`src/rtl/cfa_map.svh`:
```
/*
 Offsets, field positions, reset values and decode constants for the configuration access block.
 Assumes inclusion by bare name from the design files.
*/
`ifndef CFA_MAP_SVH
`define CFA_MAP_SVH
`define CFA_IO_ADDR_SEL 16'h0CF8
`define CFA_IO_DATA_WIN 16'h0CFC
`define CFA_ADDR_ENABLE_BIT 31
`define CFA_BUS_HI 23
`define CFA_BUS_LO 16
`define CFA_DEV_HI 15
`define CFA_DEV_LO 11
`define CFA_FUNC_HI 10
`define CFA_FUNC_LO 8
`define CFA_REG_HI 7
`define CFA_REG_LO 2
`define CFA_ADDR_RW_MASK 32'h80FFFFFC
`define CFA_DATA_RESET 32'h00000000
`define CFA_CFG_BAR_OFFSET 6'h05
`define CFA_BAR_MASK 32'hFFFFF000
`define CFA_MM_ROW_WIDTH 12'h02C
`define CFA_MM_STR_FIRST 12'h030
`define CFA_MM_STR_LAST 12'h034
`define CFA_ROW_WIDTH_RESET 8'h00
`define CFA_ROW_WIDTH_MASK 8'h0F
`define CFA_STR_RESET 8'h00
`define CFA_STR_MASK 8'h77
`endif

```
`src/rtl/cfa_pkg.sv`:
```
/*
 Types shared by the configuration access block.
 Assumes cfa_map.svh supplies the numeric constants.
*/
package cfa_pkg;
    typedef enum logic [1:0] {
        CFA_TGT_NONE,
        CFA_TGT_LOCAL,
        CFA_TGT_GFX,
        CFA_TGT_HUB
    } cfa_target_t;
    typedef enum logic [1:0] {
        CFA_ST_IDLE,
        CFA_ST_FWD,
        CFA_ST_DONE
    } cfa_state_t;
endpackage : cfa_pkg

```
`src/rtl/cfa_config_access.sv`:
```
/*
 Configuration address/data window, configuration target decode and forwarding, the base
 address register of the memory-mapped region, row width and drive-strength selection.
 Assumes host I/O and memory cycles arrive as one-cycle strobes synchronous to mclk, and that
 forwarded cycles complete by a one-cycle done strobe from the hub or graphics side.
*/
`timescale 1ns/1ps
`include "cfa_map.svh"
// Summary of operation
// - Device number drives hub/graphics bits 15:11
// - Function number drives bits 10:8
// - Ignore own-function access with nonzero function
// - Register number drives bits 7:2
// - Data window at 0CFCh, 32 bits, zero reset
// - Window follows current address register contents
// - Data access becomes config only when enabled
// - Region base register at config offset 14h
// - Base register hidden after reset, reads zero
// - Decode 2Ch row width, 30h-34h strengths
// - Row width 8 bits, reset 00h, upper reserved
// - Row bit 1 means 8-bit devices
// - Rows 0-1 set clocks 2:0, rows 2-3 clocks 5:3
// - No config access while enable bit clear
// - Bus 0, device 0 or 1 claimed locally
// - Secondary bus type 0, subordinate range type 1
// - Row width picks x8 or x16 strength
module cfa_config_access (
    input wire logic mclk,
    input wire logic nrst,
    input wire logic ioWrite,
    input wire logic ioRead,
    input wire logic [15:0] ioAddr,
    input wire logic [31:0] ioWrData,
    output logic [31:0] ioRdData,
    output logic ioDone,
    input wire logic memWrite,
    input wire logic memRead,
    input wire logic [31:0] memAddr,
    input wire logic [3:0] memByteEn,
    input wire logic [31:0] memWrData,
    output logic [31:0] memRdData,
    output logic memDone,
    input wire logic barUnhide,
    input wire logic [7:0] secondaryBus,
    input wire logic [7:0] subordinateBus,
    output logic hubCfgReq,
    output logic [15:0] hubCfgAddr,
    output logic gfxCfgReq,
    output logic gfxCfgType1,
    output logic [31:0] graphicsAddrDataLine,
    output logic fwdWrite,
    output logic [31:0] fwdWrData,
    input wire logic fwdDone,
    input wire logic [31:0] fwdRdData,
    output logic [7:0] dramRowWidth,
    output logic [5:0] clockPairX8,
    output logic [2:0] ckeStrength,
    output logic [2:0] csStrength,
    output logic [2:0] ckStrength
);
    //--------------------------------------------------------------
    // Decode helpers
    //--------------------------------------------------------------
    function automatic cfa_pkg::cfa_target_t decodeTarget(input logic [31:0] a, input logic [7:0] sec,
                                                        input logic [7:0] sub);
        logic [7:0] bus;
        bus = a[`CFA_BUS_HI:`CFA_BUS_LO];
        if (!a[`CFA_ADDR_ENABLE_BIT]) begin
            decodeTarget = cfa_pkg::CFA_TGT_NONE;
        end else if (bus == 8'h00 && a[`CFA_DEV_HI:`CFA_DEV_LO] < 5'h02) begin
            decodeTarget = cfa_pkg::CFA_TGT_LOCAL;
        end else if (bus != 8'h00 && bus >= sec && bus <= sub) begin
            decodeTarget = cfa_pkg::CFA_TGT_GFX;
        end else begin
            decodeTarget = cfa_pkg::CFA_TGT_HUB;
        end
    endfunction : decodeTarget

    // Picks x8 strength when any row on the group is x8 wide
    function automatic logic [2:0] pickStrength(input logic [7:0] s, input logic anyX8);
        pickStrength = anyX8 ? s[2:0] : s[6:4];
    endfunction : pickStrength

    //--------------------------------------------------------------
    // State
    //--------------------------------------------------------------
    cfa_pkg::cfa_state_t st_r, st_nxt;
    logic [31:0] cfgAddr_r, cfgAddr_nxt;
    logic [31:0] cfgData_r, cfgData_nxt;
    logic [31:0] bar_r, bar_nxt;
    logic [7:0] rowWidth_r, rowWidth_nxt;
    logic [31:0] ioRdData_nxt, memRdData_nxt;
    logic ioDone_nxt, memDone_nxt;
    logic hubReq_nxt, gfxReq_nxt, gfxT1_nxt, fwdWrite_nxt;
    logic [15:0] hubAddr_nxt;
    logic [31:0] gfxAd_nxt, fwdWrData_nxt;
    logic [5:0] clkX8_nxt;
    logic [2:0] cke_nxt, cs_nxt, ck_nxt;
    cfa_pkg::cfa_target_t tgt;
    logic inRegion, strWr;
    logic [11:0] mmOff;
    logic [7:0] strRd;
    logic [39:0] strAll;
    logic [7:0] busField;

    assign tgt = decodeTarget(cfgAddr_r, secondaryBus, subordinateBus);
    assign busField = cfgAddr_r[`CFA_BUS_HI:`CFA_BUS_LO];
    // Region is 4 KB; a zero base never matches
    assign inRegion = (bar_r != 32'h00000000) && (memAddr[31:12] == bar_r[31:12]);
    assign mmOff = memAddr[11:0];
    assign strWr = memWrite && inRegion && mmOff[11:2] == `CFA_MM_STR_FIRST >> 2 && memByteEn != 4'h0;

    //--------------------------------------------------------------
    // Drive-strength storage
    //--------------------------------------------------------------
    // Strength 30h-33h share one dword; byte lane zero of 34h dword handled below
    logic [2:0] strWrIdx;
    logic [7:0] strWrByte;
    logic strWrEn;
    always_comb begin
        strWrIdx = 3'h0;
        strWrByte = memWrData[7:0];
        strWrEn = 1'b0;
        if (memWrite && inRegion && mmOff[11:2] == `CFA_MM_STR_LAST >> 2 && memByteEn[0]) begin
            strWrIdx = 3'h4;
            strWrEn = 1'b1;
        end else if (strWr) begin
            // Single-lane write is the only legal form; lowest enabled lane wins
            strWrEn = 1'b1;
            if (memByteEn[0]) begin
                strWrIdx = 3'h0;
                strWrByte = memWrData[7:0];
            end else if (memByteEn[1]) begin
                strWrIdx = 3'h1;
                strWrByte = memWrData[15:8];
            end else if (memByteEn[2]) begin
                strWrIdx = 3'h2;
                strWrByte = memWrData[23:16];
            end else begin
                strWrIdx = 3'h3;
                strWrByte = memWrData[31:24];
            end
        end
    end

    cfa_strength_bank u_strength (
        .mclk(mclk),
        .nrst(nrst),
        .wrEn(strWrEn),
        .wrIdx(strWrIdx),
        .wrData(strWrByte),
        .rdIdx(3'h0),
        .rdData(strRd),
        .allStrength(strAll)
    );

    //--------------------------------------------------------------
    // Next-state logic
    //--------------------------------------------------------------
    always_comb begin
        st_nxt = st_r;
        cfgAddr_nxt = cfgAddr_r;
        cfgData_nxt = cfgData_r;
        bar_nxt = bar_r;
        rowWidth_nxt = rowWidth_r;
        ioRdData_nxt = ioRdData;
        ioDone_nxt = 1'b0;
        memRdData_nxt = 32'h00000000;
        memDone_nxt = 1'b0;
        hubReq_nxt = hubCfgReq;
        gfxReq_nxt = gfxCfgReq;
        gfxT1_nxt = gfxCfgType1;
        hubAddr_nxt = hubCfgAddr;
        gfxAd_nxt = graphicsAddrDataLine;
        fwdWrite_nxt = fwdWrite;
        fwdWrData_nxt = fwdWrData;
        case (st_r)
            cfa_pkg::CFA_ST_IDLE: begin
                if ((ioWrite || ioRead) && ioAddr == `CFA_IO_ADDR_SEL) begin
                    if (ioWrite) begin
                        cfgAddr_nxt = ioWrData & `CFA_ADDR_RW_MASK;
                    end
                    ioRdData_nxt = cfgAddr_r;
                    ioDone_nxt = 1'b1;
                end else if ((ioWrite || ioRead) && ioAddr == `CFA_IO_DATA_WIN) begin
                    ioDone_nxt = 1'b1;
                    ioRdData_nxt = cfgData_r;
                    if (ioWrite) begin
                        cfgData_nxt = ioWrData;
                    end
                    case (tgt)
                        cfa_pkg::CFA_TGT_LOCAL: begin
                            // Only function 0 of the hub bridge exists here
                            if (cfgAddr_r[`CFA_FUNC_HI:`CFA_FUNC_LO] == 3'h0 &&
                                cfgAddr_r[`CFA_DEV_HI:`CFA_DEV_LO] == 5'h00 &&
                                cfgAddr_r[`CFA_REG_HI:`CFA_REG_LO] == `CFA_CFG_BAR_OFFSET) begin
                                ioRdData_nxt = barUnhide ? bar_r : 32'h00000000;
                                if (ioWrite && barUnhide) begin
                                    bar_nxt = ioWrData & `CFA_BAR_MASK;
                                end
                            end else begin
                                ioRdData_nxt = 32'h00000000;
                            end
                        end
                        cfa_pkg::CFA_TGT_GFX, cfa_pkg::CFA_TGT_HUB: begin
                            ioDone_nxt = 1'b0;
                            st_nxt = cfa_pkg::CFA_ST_FWD;
                            fwdWrite_nxt = ioWrite;
                            fwdWrData_nxt = ioWrData;
                            if (tgt == cfa_pkg::CFA_TGT_GFX) begin
                                gfxReq_nxt = 1'b1;
                                gfxT1_nxt = busField != secondaryBus;
                                gfxAd_nxt = {16'h0000, cfgAddr_r[15:2], 2'b00};
                            end else begin
                                hubReq_nxt = 1'b1;
                                hubAddr_nxt = {cfgAddr_r[15:2], 2'b00};
                            end
                        end
                        default: begin
                        end
                    endcase
                end
            end
            cfa_pkg::CFA_ST_FWD: begin
                if (fwdDone) begin
                    hubReq_nxt = 1'b0;
                    gfxReq_nxt = 1'b0;
                    ioRdData_nxt = fwdRdData;
                    if (!fwdWrite) begin
                        cfgData_nxt = fwdRdData;
                    end
                    ioDone_nxt = 1'b1;
                    st_nxt = cfa_pkg::CFA_ST_IDLE;
                end
            end
            default: begin
                st_nxt = cfa_pkg::CFA_ST_IDLE;
            end
        endcase
        // Memory-mapped region; other offsets read zero
        if ((memRead || memWrite) && inRegion) begin
            memDone_nxt = 1'b1;
            if (mmOff[11:2] == `CFA_MM_ROW_WIDTH >> 2) begin
                // Row width is lane zero; lanes 1-3 of this dword are reserved
                memRdData_nxt = {24'h000000, rowWidth_r};
                if (memWrite && memByteEn[0]) begin
                    rowWidth_nxt = memWrData[7:0] & `CFA_ROW_WIDTH_MASK;
                end
            end else if (mmOff[11:2] == `CFA_MM_STR_FIRST >> 2) begin
                memRdData_nxt = strAll[31:0];
            end else if (mmOff[11:2] == `CFA_MM_STR_LAST >> 2) begin
                memRdData_nxt = {24'h000000, strAll[39:32]};
            end
        end
        // Rows 0-1 to pairs 2:0, rows 2-3 to pairs 5:3
        clkX8_nxt = {{3{|rowWidth_r[3:2]}}, {3{|rowWidth_r[1:0]}}};
        cke_nxt = pickStrength(strAll[15:8], |rowWidth_r[3:0]);
        cs_nxt = pickStrength(strAll[23:16], |rowWidth_r[3:0]);
        ck_nxt = pickStrength(strAll[31:24], |rowWidth_r[3:0]);
    end

    //--------------------------------------------------------------
    // Registers
    //--------------------------------------------------------------
    always_ff @(posedge mclk or negedge nrst) begin
        if (!nrst) begin
            st_r <= cfa_pkg::CFA_ST_IDLE;
            cfgAddr_r <= 32'h00000000;
            cfgData_r <= `CFA_DATA_RESET;
            bar_r <= 32'h00000000;
            rowWidth_r <= `CFA_ROW_WIDTH_RESET;
            ioRdData <= 32'h00000000;
            ioDone <= 1'b0;
            memRdData <= 32'h00000000;
            memDone <= 1'b0;
            hubCfgReq <= 1'b0;
            hubCfgAddr <= 16'h0000;
            gfxCfgReq <= 1'b0;
            gfxCfgType1 <= 1'b0;
            graphicsAddrDataLine <= 32'h00000000;
            fwdWrite <= 1'b0;
            fwdWrData <= 32'h00000000;
            dramRowWidth <= `CFA_ROW_WIDTH_RESET;
            clockPairX8 <= 6'h00;
            ckeStrength <= 3'h0;
            csStrength <= 3'h0;
            ckStrength <= 3'h0;
        end else begin
            st_r <= st_nxt;
            cfgAddr_r <= cfgAddr_nxt;
            cfgData_r <= cfgData_nxt;
            bar_r <= bar_nxt;
            rowWidth_r <= rowWidth_nxt;
            ioRdData <= ioRdData_nxt;
            ioDone <= ioDone_nxt;
            memRdData <= memRdData_nxt;
            memDone <= memDone_nxt;
            hubCfgReq <= hubReq_nxt;
            hubCfgAddr <= hubAddr_nxt;
            gfxCfgReq <= gfxReq_nxt;
            gfxCfgType1 <= gfxT1_nxt;
            graphicsAddrDataLine <= gfxAd_nxt;
            fwdWrite <= fwdWrite_nxt;
            fwdWrData <= fwdWrData_nxt;
            dramRowWidth <= rowWidth_nxt;
            clockPairX8 <= clkX8_nxt;
            ckeStrength <= cke_nxt;
            csStrength <= cs_nxt;
            ckStrength <= ck_nxt;
        end
    end
endmodule : cfa_config_access

```
`src/rtl/cfa_strength_bank.sv`:
```
/*
 Five byte-wide drive-strength registers with a registered read port.
 Assumes the caller decodes the memory-mapped region and gives a byte index 0 to 4.
*/
`timescale 1ns/1ps
`include "cfa_map.svh"
module cfa_strength_bank (
    input wire logic mclk,
    input wire logic nrst,
    input wire logic wrEn,
    input wire logic [2:0] wrIdx,
    input wire logic [7:0] wrData,
    input wire logic [2:0] rdIdx,
    output logic [7:0] rdData,
    output logic [39:0] allStrength
);
    logic [7:0] mem_r [0:4];
    logic [7:0] mem_nxt [0:4];
    logic [7:0] rdData_nxt;
    genvar gi;
    generate
        for (gi = 0; gi < 5; gi++) begin : g_byte
            always_comb begin
                mem_nxt[gi] = mem_r[gi];
                if (wrEn && wrIdx == 3'(gi)) begin
                    mem_nxt[gi] = wrData & `CFA_STR_MASK;
                end
            end
            always_ff @(posedge mclk or negedge nrst) begin
                if (!nrst) begin
                    mem_r[gi] <= `CFA_STR_RESET;
                end else begin
                    mem_r[gi] <= mem_nxt[gi];
                end
            end
            assign allStrength[gi*8 +: 8] = mem_r[gi];
        end
    endgenerate
    always_comb begin
        rdData_nxt = (rdIdx < 3'h5) ? mem_r[rdIdx] : 8'h00;
    end
    always_ff @(posedge mclk or negedge nrst) begin
        if (!nrst) begin
            rdData <= 8'h00;
        end else begin
            rdData <= rdData_nxt;
        end
    end
endmodule : cfa_strength_bank

```
`config.mk`:
```
export PLATFORM = sky130hd
export DESIGN_NAME = cfa_config_access
export DESIGN_NICKNAME = d
export VERILOG_FILES = /design/src/rtl/cfa_pkg.sv /design/src/rtl/cfa_config_access.sv /design/src/rtl/cfa_strength_bank.sv
export VERILOG_INCLUDE_DIRS = /design/src /design/src/rtl
export SDC_FILE = /design/constraint.sdc
export NUM_CORES = 1
export LEC_CHECK = 0
export BUFFER_PORTS_ARGS = -buffer_cell sky130_fd_sc_hd__buf_2
export CORE_UTILIZATION = 57
export CTS_BUF_LIST = sky130_fd_sc_hd__clkbuf_8
export CTS_CLUSTER_DIAMETER = 50
export DETAILED_ROUTE_END_ITERATION = 16
export PLACE_DENSITY = 0.93
export REMOVE_ABC_BUFFERS = 1
export SYNTH_ARGS = -nofsm -noshare
export SYNTH_HDL_FRONTEND = slang
export SYNTH_SLANG_ARGS = --single-unit
export TNS_END_PERCENT = 100
```
`constraint.sdc`:
```
create_clock -name mclk -period 4.7 [get_ports mclk]
set_input_delay 0.705 -clock mclk [delete_from_list [all_inputs] [get_ports mclk]]
set_output_delay 0.705 -clock mclk [all_outputs]
set_load 0.05 [all_outputs]
```
==> results.py, run 1 <==
metrics = {
    "status": {
        "status": "finished, final reports clean",
    },
    "global_routing": {
        "grt_usage_pct": 31.7,
        "grt_first_pass_wirelength_mm": 48.8,
        "antenna_found_initial": 4,
        "grt_pass1_vias": 9295,
        "grt_max_degree": 128,
        "overflow": 0,
    },
    "power_and_ir_drop": {
        "p_leak_nw": 7.19,
        "p_clk_share_pct": 41.1,
        "pwr-share-comb_pct": 10.5,
        "ir_worst_vdd_v": 0.000334,
        "pwr-share-seq_pct": 48.4,
        "power_density_mw_per_mm2": 334,
        "intPower_mw": 3.34,
        "p_switching_mw": 1.20,
        "swShare_pct": 26.5,
    },
    "place": {
        "gp_congestion": 0.897,
        "place.port_buffers": 304,
        "dpl.cell_count": 1466,
        "dp_hpwl_mm": 21.6,
    },
    "clock_tree": {
        "clock_path_buffers": 3,
        "cts_resized": 0,
        "cts-hold-fix-buffers": 0,
        "cts_setup_buffers": 0,
        "clk-insertion-delay-late_ns": 0.53,
        "cts_made_buffers": 40,
        "root_buffer": "clkbuf_8",
        "path_clk_slew_ns": 0.06,
        "numClockSinks": 244,
        "htreeDepth": 2,
        "cts_tree": "built",
    },
    "synthesis": {
        "synthFlopType": "dfrtp_1",
        "syn_inst": 943,
        "synthArstFlopShare_pct": 100,
        "netlist-cell-type-count": 51,
        "synth.avg_cell_area_sq_um": 11.8,
        "ys_warn_count": 0,
        "synth-edff-count": 0,
        "ys_ff_latch": 244,
        "ys_seq_area_share_pct": 54.9,
        "netlist_area_sq_mm": 0.0111,
    },
    "route": {
        "drtIter0Drc": 548,
        "wl_per_cell_um": 20.3,
        "drtPass1Iterations": 6,
        "vias": 8918,
        "wirelength_mm": 31.3,
        "postRouteAntennaNets": 0,
        "viasPerCell": 5.80,
        "drc": 0,
    },
    "sta": {
        "slew_headroom_pct": 13.7,
        "fmax_mhz": 279,
        "tns_ns": 0,
        "finalSetupViolCount": 0,
        "rsz0062_at_grt": "false",
        "worst_slew_pin_slew_ns": 1.29,
        "hold_viol": 0,
        "period_needed_ns": 3.58,
        "fin_hold_ws_ns": 0.217,
        "finalCritPeriodShare_pct": 76.3,
        "fin_skew_ns": 0.0126,
        "drv_slew": 0,
    },
    "die": {
        "start_util_pct": 58.8,
        "die_y_um": 142,
        "die_w_um": 142,
        "die_area_sq_mm": 0.0201,
        "rows": 50,
        "fp.coreArea_sq_mm": 0.0189,
        "ios": 345,
    },
    "min_path": {
        "hold_path.class": "in -> async",
    },
    "cells_and_area": {
        "syn2layout_area_growth_pct": 22.3,
        "layout_commonest_cell": "buf_2",
        "fin_cells": 1537,
        "drive_above_1_share_pct": 42.3,
        "layout.nets": 1436,
        "fin_util_pct": 72.0,
        "layout_common_cells": "buf_2, dfrtp_1, mux2_2, a21oi_1, nor2_1",
    },
    "worst_setup_path": {
        "critPathKind": "reg -> reg",
        "required_ns": 5.10,
        "worstPathMaxFanout": 70,
        "start_kind": "register",
        "worstSetupEndpointType": "register",
        "arrival_ns": 3.99,
    },
    "job": {
        "maxCapViolations": 0,
    },
}
[power groups by stage]
stage | clock network (mW) | registers, mW | logic (mW)
floorplan | 0 | 2.33 | 0.172
global placement | 0 | 2.23 | 0.459
detailed placement | 0 | 2.23 | 0.474
global route | 1.98 | 2.20 | 0.520
CTS | 1.89 | 2.20 | 0.478
finish | 1.87 | 2.20 | 0.478
[layer usage]
metal,wire length (um),up-vias,part of all wire [%],track usage [%]
li1,-,3927,-,-
met4,1370,2,4.4,17.0
met1,11700,4423,37,37.9
met3,2600,102,8.3,6.78
met2,15600,464,50,53.7
met5,10,-,0.032,0
[path summary, 6_finish.rpt]
check	start	to	slack, ns	cells past startpoint
max	st_r[0]$_DFFE_PN0P_	cfgAddr_r[10]$_DFFE_PN0P_	1.12	5
min	nrst	fwdWrData[8]$_DFFE_PN0P_	0.22	1
max reg2reg	st_r[0]$_DFFE_PN0P_	cfgAddr_r[10]$_DFFE_PN0P_	1.12	5
min reg2reg	ioRdData[21]$_DFFE_PN0P_	ioRdData[21]$_DFFE_PN0P_	0.48	2
max in group asynchronous	nrst	u_strength.allStrength[36]$_DFFE_PN0P_	3.40	2
min in group mclk	fwdDone	st_r[0]$_DFFE_PN0P_	0.40	2
[state kept, by name (all words and copies together), names as in the netlist, 4 cells and up]
signal,count
cfgData_r,32
fwdWrData,32
ioRdData,32
u_strength.allStrength,30
memRdData,25
cfgAddr_r,23
bar_r,20
graphicsAddrDataLine,14
hubCfgAddr,14
rowWidth_r,4
[synthesized netlist by cell type, drive strengths merged (3+ instances only)]
| library cell | count | share of area [%] |
|---|---|---|
| nor2 | 70 | 2.4 |
| a221oi | 17 | 1.3 |
| a211oi | 4 | 0.27 |
| xnor2 | 12 | 0.95 |
| nor3b | 3 | 0.29 |
| clkbuf | 42 | 1.4 |
| mux2i | 36 | 3.2 |
| and4 | 3 | 0.24 |
| ha | 16 | 1.8 |
| nor4 | 15 | 1.0 |
| a22oi | 3 | 0.20 |
| nor4bb | 3 | 0.27 |
| o2bb2ai | 4 | 0.32 |
| and3 | 3 | 0.17 |
| and2 | 20 | 1.1 |
| or2 | 3 | 0.17 |
| dfrtp | 244 | 55 |
| or4 | 5 | 0.41 |
| buf | 40 | 2.5 |
| nor3 | 5 | 0.37 |
| a21oi | 78 | 3.5 |
| inv | 23 | 0.78 |
| mux2 | 143 | 14 |
| nand2 | 48 | 1.6 |
| o21ai | 25 | 1.1 |
| nor2b | 5 | 0.28 |
| nand3 | 25 | 1.1 |
| a222oi | 11 | 0.99 |
| nand4 | 10 | 0.56 |
| xor2 | 8 | 0.63 |
[cells by family after synthesis]
family	after synthesis	share of synthesized area, %
AO/OA/AOI/OAI	150	8.33
XOR/XNOR	20	1.58
adder cells (fa/ha/maj)	16	1.80
buffers and inverters	105	4.74
flip-flops	244	54.9
multiplexers	179	17.7
other	1	0.0337
AND/OR/NAND/NOR	228	10.9
[through the flow]
step           power, mW  cell area (sq um)  setup WS [ns]
6_report            4.54              13600           1.12
5_1_grt             4.70              13600          0.982
4_1_cts             4.57              13600           1.16
3_5_place_dp        2.71              12800          0.934
3_3_place_gp        2.69              12800          0.980
2_1_floorplan       2.50              10800        -0.0918
[worst max-delay path: stages, from the launching register on]
cell     delay (ns)
dfrtp_4        0.83
nor4_1         0.63
nor2b_2        0.23
buf_4          0.33
nand2_1        0.83
mux2_2         0.58
[area by class of cell]
class                   count  area (sq um)
diodes                      3          7.51
multi-input cells         624          4640
fillers                  1288          5290
well taps                 260           325
clock inverters            20           145
clock buffers              48           661
repair buffers            315          1630
inverters                  23          86.3
flip-flops and latches    244          6110
No activity file was read; power rests on OpenSTA's default activity.
==> run 2: changes to the inputs <==
- CORE_UTILIZATION: 57 -> 48
- PLACE_DENSITY: 0.93 -> 0.84
- clock period: 4.7 -> 3.12 ns (I/O delays scaled with it)
==> results.py, run 2 (synthesized netlist as in run 1, its figures left out) <==
metrics = {
    "sta": {
        "tns_ns": 0,
        "hold_viol": 0,
        "drv_slew": 0,
        "rsz0062_at_grt": "false",
        "worst_slew_pin_slew_ns": 1.08,
        "fmax_mhz": 351,
        "period_needed_ns": 2.85,
        "finalCritPeriodShare_pct": 91.4,
        "setup_ws_ns": 0.268,
        "slew_headroom_pct": 28.0,
        "fin_skew_ns": 0.0247,
        "fin_hold_ws_ns": 0.160,
        "finalSetupViolCount": 0,
    },
    "cells_and_area": {
        "layout_commonest_cell": "buf_2",
        "ff_latch_area_sq_mm": 0.00611,
        "fin_cells": 1602,
        "layout.nets": 1470,
        "drive_above_1_share_pct": 43.7,
        "fillers": 1770,
        "syn2layout_area_growth_pct": 26.3,
        "multiInputGateArea_sq_mm": 0.00464,
        "reg.largest.list": "cfgData_r: 32 flops, fwdWrData: 32 flops, ioRdData: 32 flops",
        "layout_common_cells": "buf_2, dfrtp_1, mux2_2, a21oi_1, nor2_1",
    },
    "clock_tree": {
        "htreeDepth": 2,
        "root_buffer": "clkbuf_8",
        "cts_made_buffers": 42,
        "cts_resized": 0,
        "cts_setup_buffers": 0,
        "cts-hold-fix-buffers": 1,
        "cts_tree": "built",
        "clock_path_buffers": 3,
        "path_clk_slew_ns": 0.06,
        "clk-insertion-delay-late_ns": 0.54,
        "numClockSinks": 244,
    },
    "power_and_ir_drop": {
        "p_leak_nw": 7.44,
        "power_density_mw_per_mm2": 507,
        "finalPower_mw": 7.12,
        "ir_worst_vdd_v": 0.000334,
    },
    "min_path": {
        "hp-start": "fwdDone",
        "hold_path.class": "in -> reg",
    },
    "global_routing": {
        "grt_usage_pct": 27.4,
        "grt_first_pass_wirelength_mm": 50.0,
        "grt_pass1_vias": 9312,
        "grt_max_degree": 98,
        "antenna_found_initial": 5,
        "overflow": 0,
    },
    "place": {
        "gp_congestion": 0.925,
        "place.port_buffers": 304,
        "dp_hpwl_mm": 23.5,
        "dp_slack_ns": 0.174,
        "dpl.cell_count": 1522,
    },
    "worst_setup_path": {
        "arrival_ns": 3.28,
        "crit_start": "bar_r[19]$_DFFE_PN0P_",
        "critPathKind": "reg -> reg",
        "worstSetupEndpointType": "register",
        "start_kind": "register",
        "worstPathMaxFanout": 6,
        "rr_startpoint": "bar_r[19]$_DFFE_PN0P_",
        "required_ns": 3.54,
    },
    "route": {
        "drc": 0,
        "wl_per_cell_um": 20.0,
        "postRouteAntennaNets": 0,
        "viasPerCell": 5.50,
        "wirelength_mm": 32.1,
        "vias": 8806,
        "drtIter0Drc": 467,
        "drtPass1Iterations": 6,
    },
    "job": {
        "maxCapViolations": 0,
    },
    "die": {
        "ios": 345,
        "die_y_um": 154,
        "fp.coreArea_sq_mm": 0.0227,
        "die_area_sq_mm": 0.0238,
        "rows": 55,
        "start_util_pct": 49.0,
        "die_w_um": 154,
    },
    "status": {
        "status": "finished, final reports clean",
    },
}
-- run 2: cell types whose count changed in the layout (fill, tap and decap cells not counted) --
cell / previous run / this run
inv_6: 0 / 2
clkbuf_8: 48 / 53
buf_12: 1 / 6
dlygate4sd3_1: 0 / 1
clkinvlp_4: 2 / 0
inv_1: 31 / 35
clkinv_2: 8 / 6
bufinv_16: 2 / 3
buf_4: 10 / 36
-- run 2: layout make-up --
type	count	share of cell area [%]
diodes	3	0.0535
clock buffers	53	5.19
clock inverters	23	1.30
inverters	23	0.615
multi-input cells	624	33.0
flip-flops and latches	244	43.5
well taps	285	2.54
repair buffers	347	13.8
-- run 2: per-layer routing --
| layer | wire length, um | GRT usage (%) |
|---|---|---|
| met2 | 15800 | 47.6 |
| met4 | 962 | 10.3 |
| met3 | 2540 | 7.14 |
| met1 | 12700 | 32.6 |
| met5 | 23 | 0 |
-- run 2: worst max-delay path: stages (launching register included) --
cell and delay [ns]:
dfrtp_1 0.44, xor2_1 0.21, nor4_1 0.50, o211ai_1 0.18, or4_4 0.62, nor4b_4 0.26
buf_4 0.19, mux2_2 0.34
-- run 2: path summary, 6_finish.rpt --
| path | endpoint | slack [ns] | cells past startpoint |
|---|---|---|---|
| max | u_strength.allStrength[17]$_DFFE_PN0P_ | 0.27 | 7 |
| min | st_r[0]$_DFFE_PN0P_ | 0.16 | 2 |
| max reg2reg | u_strength.allStrength[17]$_DFFE_PN0P_ | 0.27 | 7 |
| min reg2reg | ioRdData[13]$_DFFE_PN0P_ | 0.48 | 2 |
| max in group asynchronous | st_r[0]$_DFFE_PN0P_ | 1.77 | 3 |
| min in group asynchronous | cfgData_r[3]$_DFFE_PN0P_ | 0.58 | 2 |
-- run 2: stage by stage --
stage	instance area (sq um)	utilization (%)
4_1_cts	14000	61.8
6_report	14000	61.8
3_5_place_dp	13100	57.7
5_1_grt	14000	61.8
2_1_floorplan	10800	-
3_3_place_gp	13100	57.7
-- run 2: where the power goes --
| group | switching, mW | internal [mW] |
|---|---|---|
| sequential | 0.0489 | 3.26 |
| combinational | 0.508 | 0.221 |
| clock | 1.30 | 1.79 |
==> run 3: changes to the inputs <==
==> constraint.sdc (replaced) <==
create_clock -name mclk -period 3.12 [get_ports mclk]
set_input_delay 0.624 -clock mclk [delete_from_list [all_inputs] [get_ports mclk]]
set_output_delay 0.624 -clock mclk [all_outputs]
set_load 0.05 [all_outputs]
==> results.py, run 3 (synthesized netlist as in run 1, its figures left out) <==
metrics = {
    "worst_setup_path": {
        "worstPathMaxFanout": 6,
        "slowest_delay_ns": 0.60,
        "worstRegToRegCells": 8,
        "worstSetupEndpointType": "register",
        "critPathBufInv": 2,
        "required_ns": 3.53,
        "crit_top_cell": "buf_4",
        "cp.depth": 8,
        "arrival_ns": 3.37,
        "crit_family": "simple AND/OR/NAND/NOR gates",
        "cp_slowest_cell": "or4_4",
        "critPathKind": "reg -> reg",
        "start_kind": "register",
        "path_cells": "xor2_1 > nor4_1 > buf_4 > o211ai_1 > or4_4 > nor4b_4 > buf_4 > mux2_2",
    },
    "clock_tree": {
        "cts_tree": "built",
        "htreeDepth": 2,
        "clk-insertion-delay-late_ns": 0.54,
        "cts-hold-fix-buffers": 0,
        "cts_resized": 0,
        "cts_setup_buffers": 0,
        "clock_path_buffers": 3,
        "numClockSinks": 244,
        "root_buffer": "clkbuf_8",
        "cts_made_buffers": 40,
        "path_clk_slew_ns": 0.06,
    },
    "place": {
        "dp_hpwl_mm": 23.2,
        "place.port_buffers": 304,
        "gp_congestion": 0.910,
    },
    "die": {
        "start_util_pct": 49.0,
        "die_w_um": 154,
        "ios": 345,
        "die_y_um": 154,
        "die_area_sq_mm": 0.0238,
        "fp.coreArea_sq_mm": 0.0227,
        "rows": 55,
    },
    "cells_and_area": {
        "layout_commonest_cell": "buf_2",
        "layout.nets": 1467,
        "layout_common_cells": "buf_2, dfrtp_1, mux2_2, a21oi_1, nor2_1",
        "reg.largest.list": "cfgData_r: 32 flops, fwdWrData: 32 flops, ioRdData: 32 flops",
        "syn2layout_area_growth_pct": 24.3,
        "drive_above_1_share_pct": 42.9,
    },
    "route": {
        "drtPass1Iterations": 7,
        "wl_per_cell_um": 19.9,
        "vias": 8769,
        "postRouteAntennaNets": 0,
        "viasPerCell": 5.53,
        "drtIter0Drc": 441,
        "drc": 0,
        "wirelength_mm": 31.6,
    },
    "sta": {
        "slew_headroom_pct": 22.8,
        "worst_slew_pin_slew_ns": 1.15,
        "fin_skew_ns": 0.0262,
        "fin_hold_ws_ns": 0.0934,
        "period_needed_ns": 2.97,
        "finalSetupViolCount": 0,
        "fmax_mhz": 337,
        "hold_viol": 0,
        "finalCritPeriodShare_pct": 95.1,
        "rsz0062_at_grt": "false",
        "drv_slew": 0,
    },
    "power_and_ir_drop": {
        "finalPower_mw": 6.59,
        "power_density_mw_per_mm2": 477,
        "ir_worst_vdd_v": 0.000318,
        "p_leak_nw": 7.33,
    },
    "status": {
        "status": "finished, final reports clean",
    },
    "global_routing": {
        "antenna_found_initial": 3,
        "overflow": 0,
        "grt_max_degree": 92,
        "grt_pass1_vias": 9019,
        "grt_usage_pct": 26.7,
        "grt_first_pass_wirelength_mm": 48.9,
    },
    "job": {
        "maxCapViolations": 0,
    },
    "min_path": {
        "hold_path.class": "in -> async",
    },
}
-- run 3: cell types whose count changed in the layout (fill, tap and decap cells not counted), sizes merged --
| cell | previous run | this run |
|---|---|---|
| diode | 3 | 1 |
| dlygate4sd3 | 1 | 0 |
| clkinv | 6 | 1 |
| bufinv | 3 | 1 |
| clkbuf | 53 | 44 |
| inv | 37 | 38 |
| clkinvlp | 0 | 2 |
-- run 3: layer usage --
layer / vias up / routed length [um] / track usage (%)
met5: - / 23 / 0
met4: 4 / 892 / 10.1
met3: 77 / 2620 / 6.47
met2: 403 / 15600 / 46.4
met1: 4313 / 12400 / 32.1
li1: 3972 / - / -
-- run 3: metrics by stage --
step / cell area, sq um / setup WS, ns / setup TNS, ns / instances / util (%)
after floorplan: 10800 / -1.67 / -107.31 / 891 / -
after global placement: 13100 / 0.0430 / 0 / 1522 / 57.7
after detailed placement: 13100 / -0.0249 / -0.0658 / 1522 / 57.7
after CTS: 13800 / 0.181 / 0 / 1585 / 60.8
after global routing: 13800 / 0.0256 / 0 / 1585 / 60.8
final: 13800 / 0.154 / 0 / 1586 / 60.8
-- run 3: cell type report --
cell class                 count  area [sq um]
fill                        1763          8890
sequential                   244          6110
multi-input combinational    624          4640
timing repair buffer         346          1910
clock buffer                  44           606
tap                          285           357
clock inverter                19           106
inverter                      23          86.3
antenna                        1          2.50
-- run 3: path summary, 6_finish.rpt --
check / start / to / slack, ns
setup / recovery: bar_r[25]$_DFFE_PN0P_ / u_strength.allStrength[17]$_DFFE_PN0P_ / 0.15
hold / removal: nrst / cfgAddr_r[10]$_DFFE_PN0P_ / 0.09
setup reg to reg: bar_r[25]$_DFFE_PN0P_ / u_strength.allStrength[17]$_DFFE_PN0P_ / 0.15
hold reg to reg: ioRdData[14]$_DFFE_PN0P_ / ioRdData[14]$_DFFE_PN0P_ / 0.48
max in group asynchronous: nrst / cfgData_r[3]$_DFFE_PN0P_ / 2.13
min in group mclk: fwdDone / st_r[0]$_DFFE_PN0P_ / 0.31
-- run 3: where the power goes --
group / switching, mW / internal (mW)
combinational: 0.500 / 0.218
clock: 1.21 / 1.36
sequential: 0.0497 / 3.26
-- run 3: worst reg2reg max path: cells and delay by family (launching register included) --
kind / cells / cell delay (ns)
DFF: 1 / 0.46
AOI/OAI and AO/OA: 1 / 0.09
muxes: 1 / 0.35
buffers and inverters: 2 / 0.39
xor gates and xnor gates: 1 / 0.26
and+or+nand+nor: 3 / 1.29
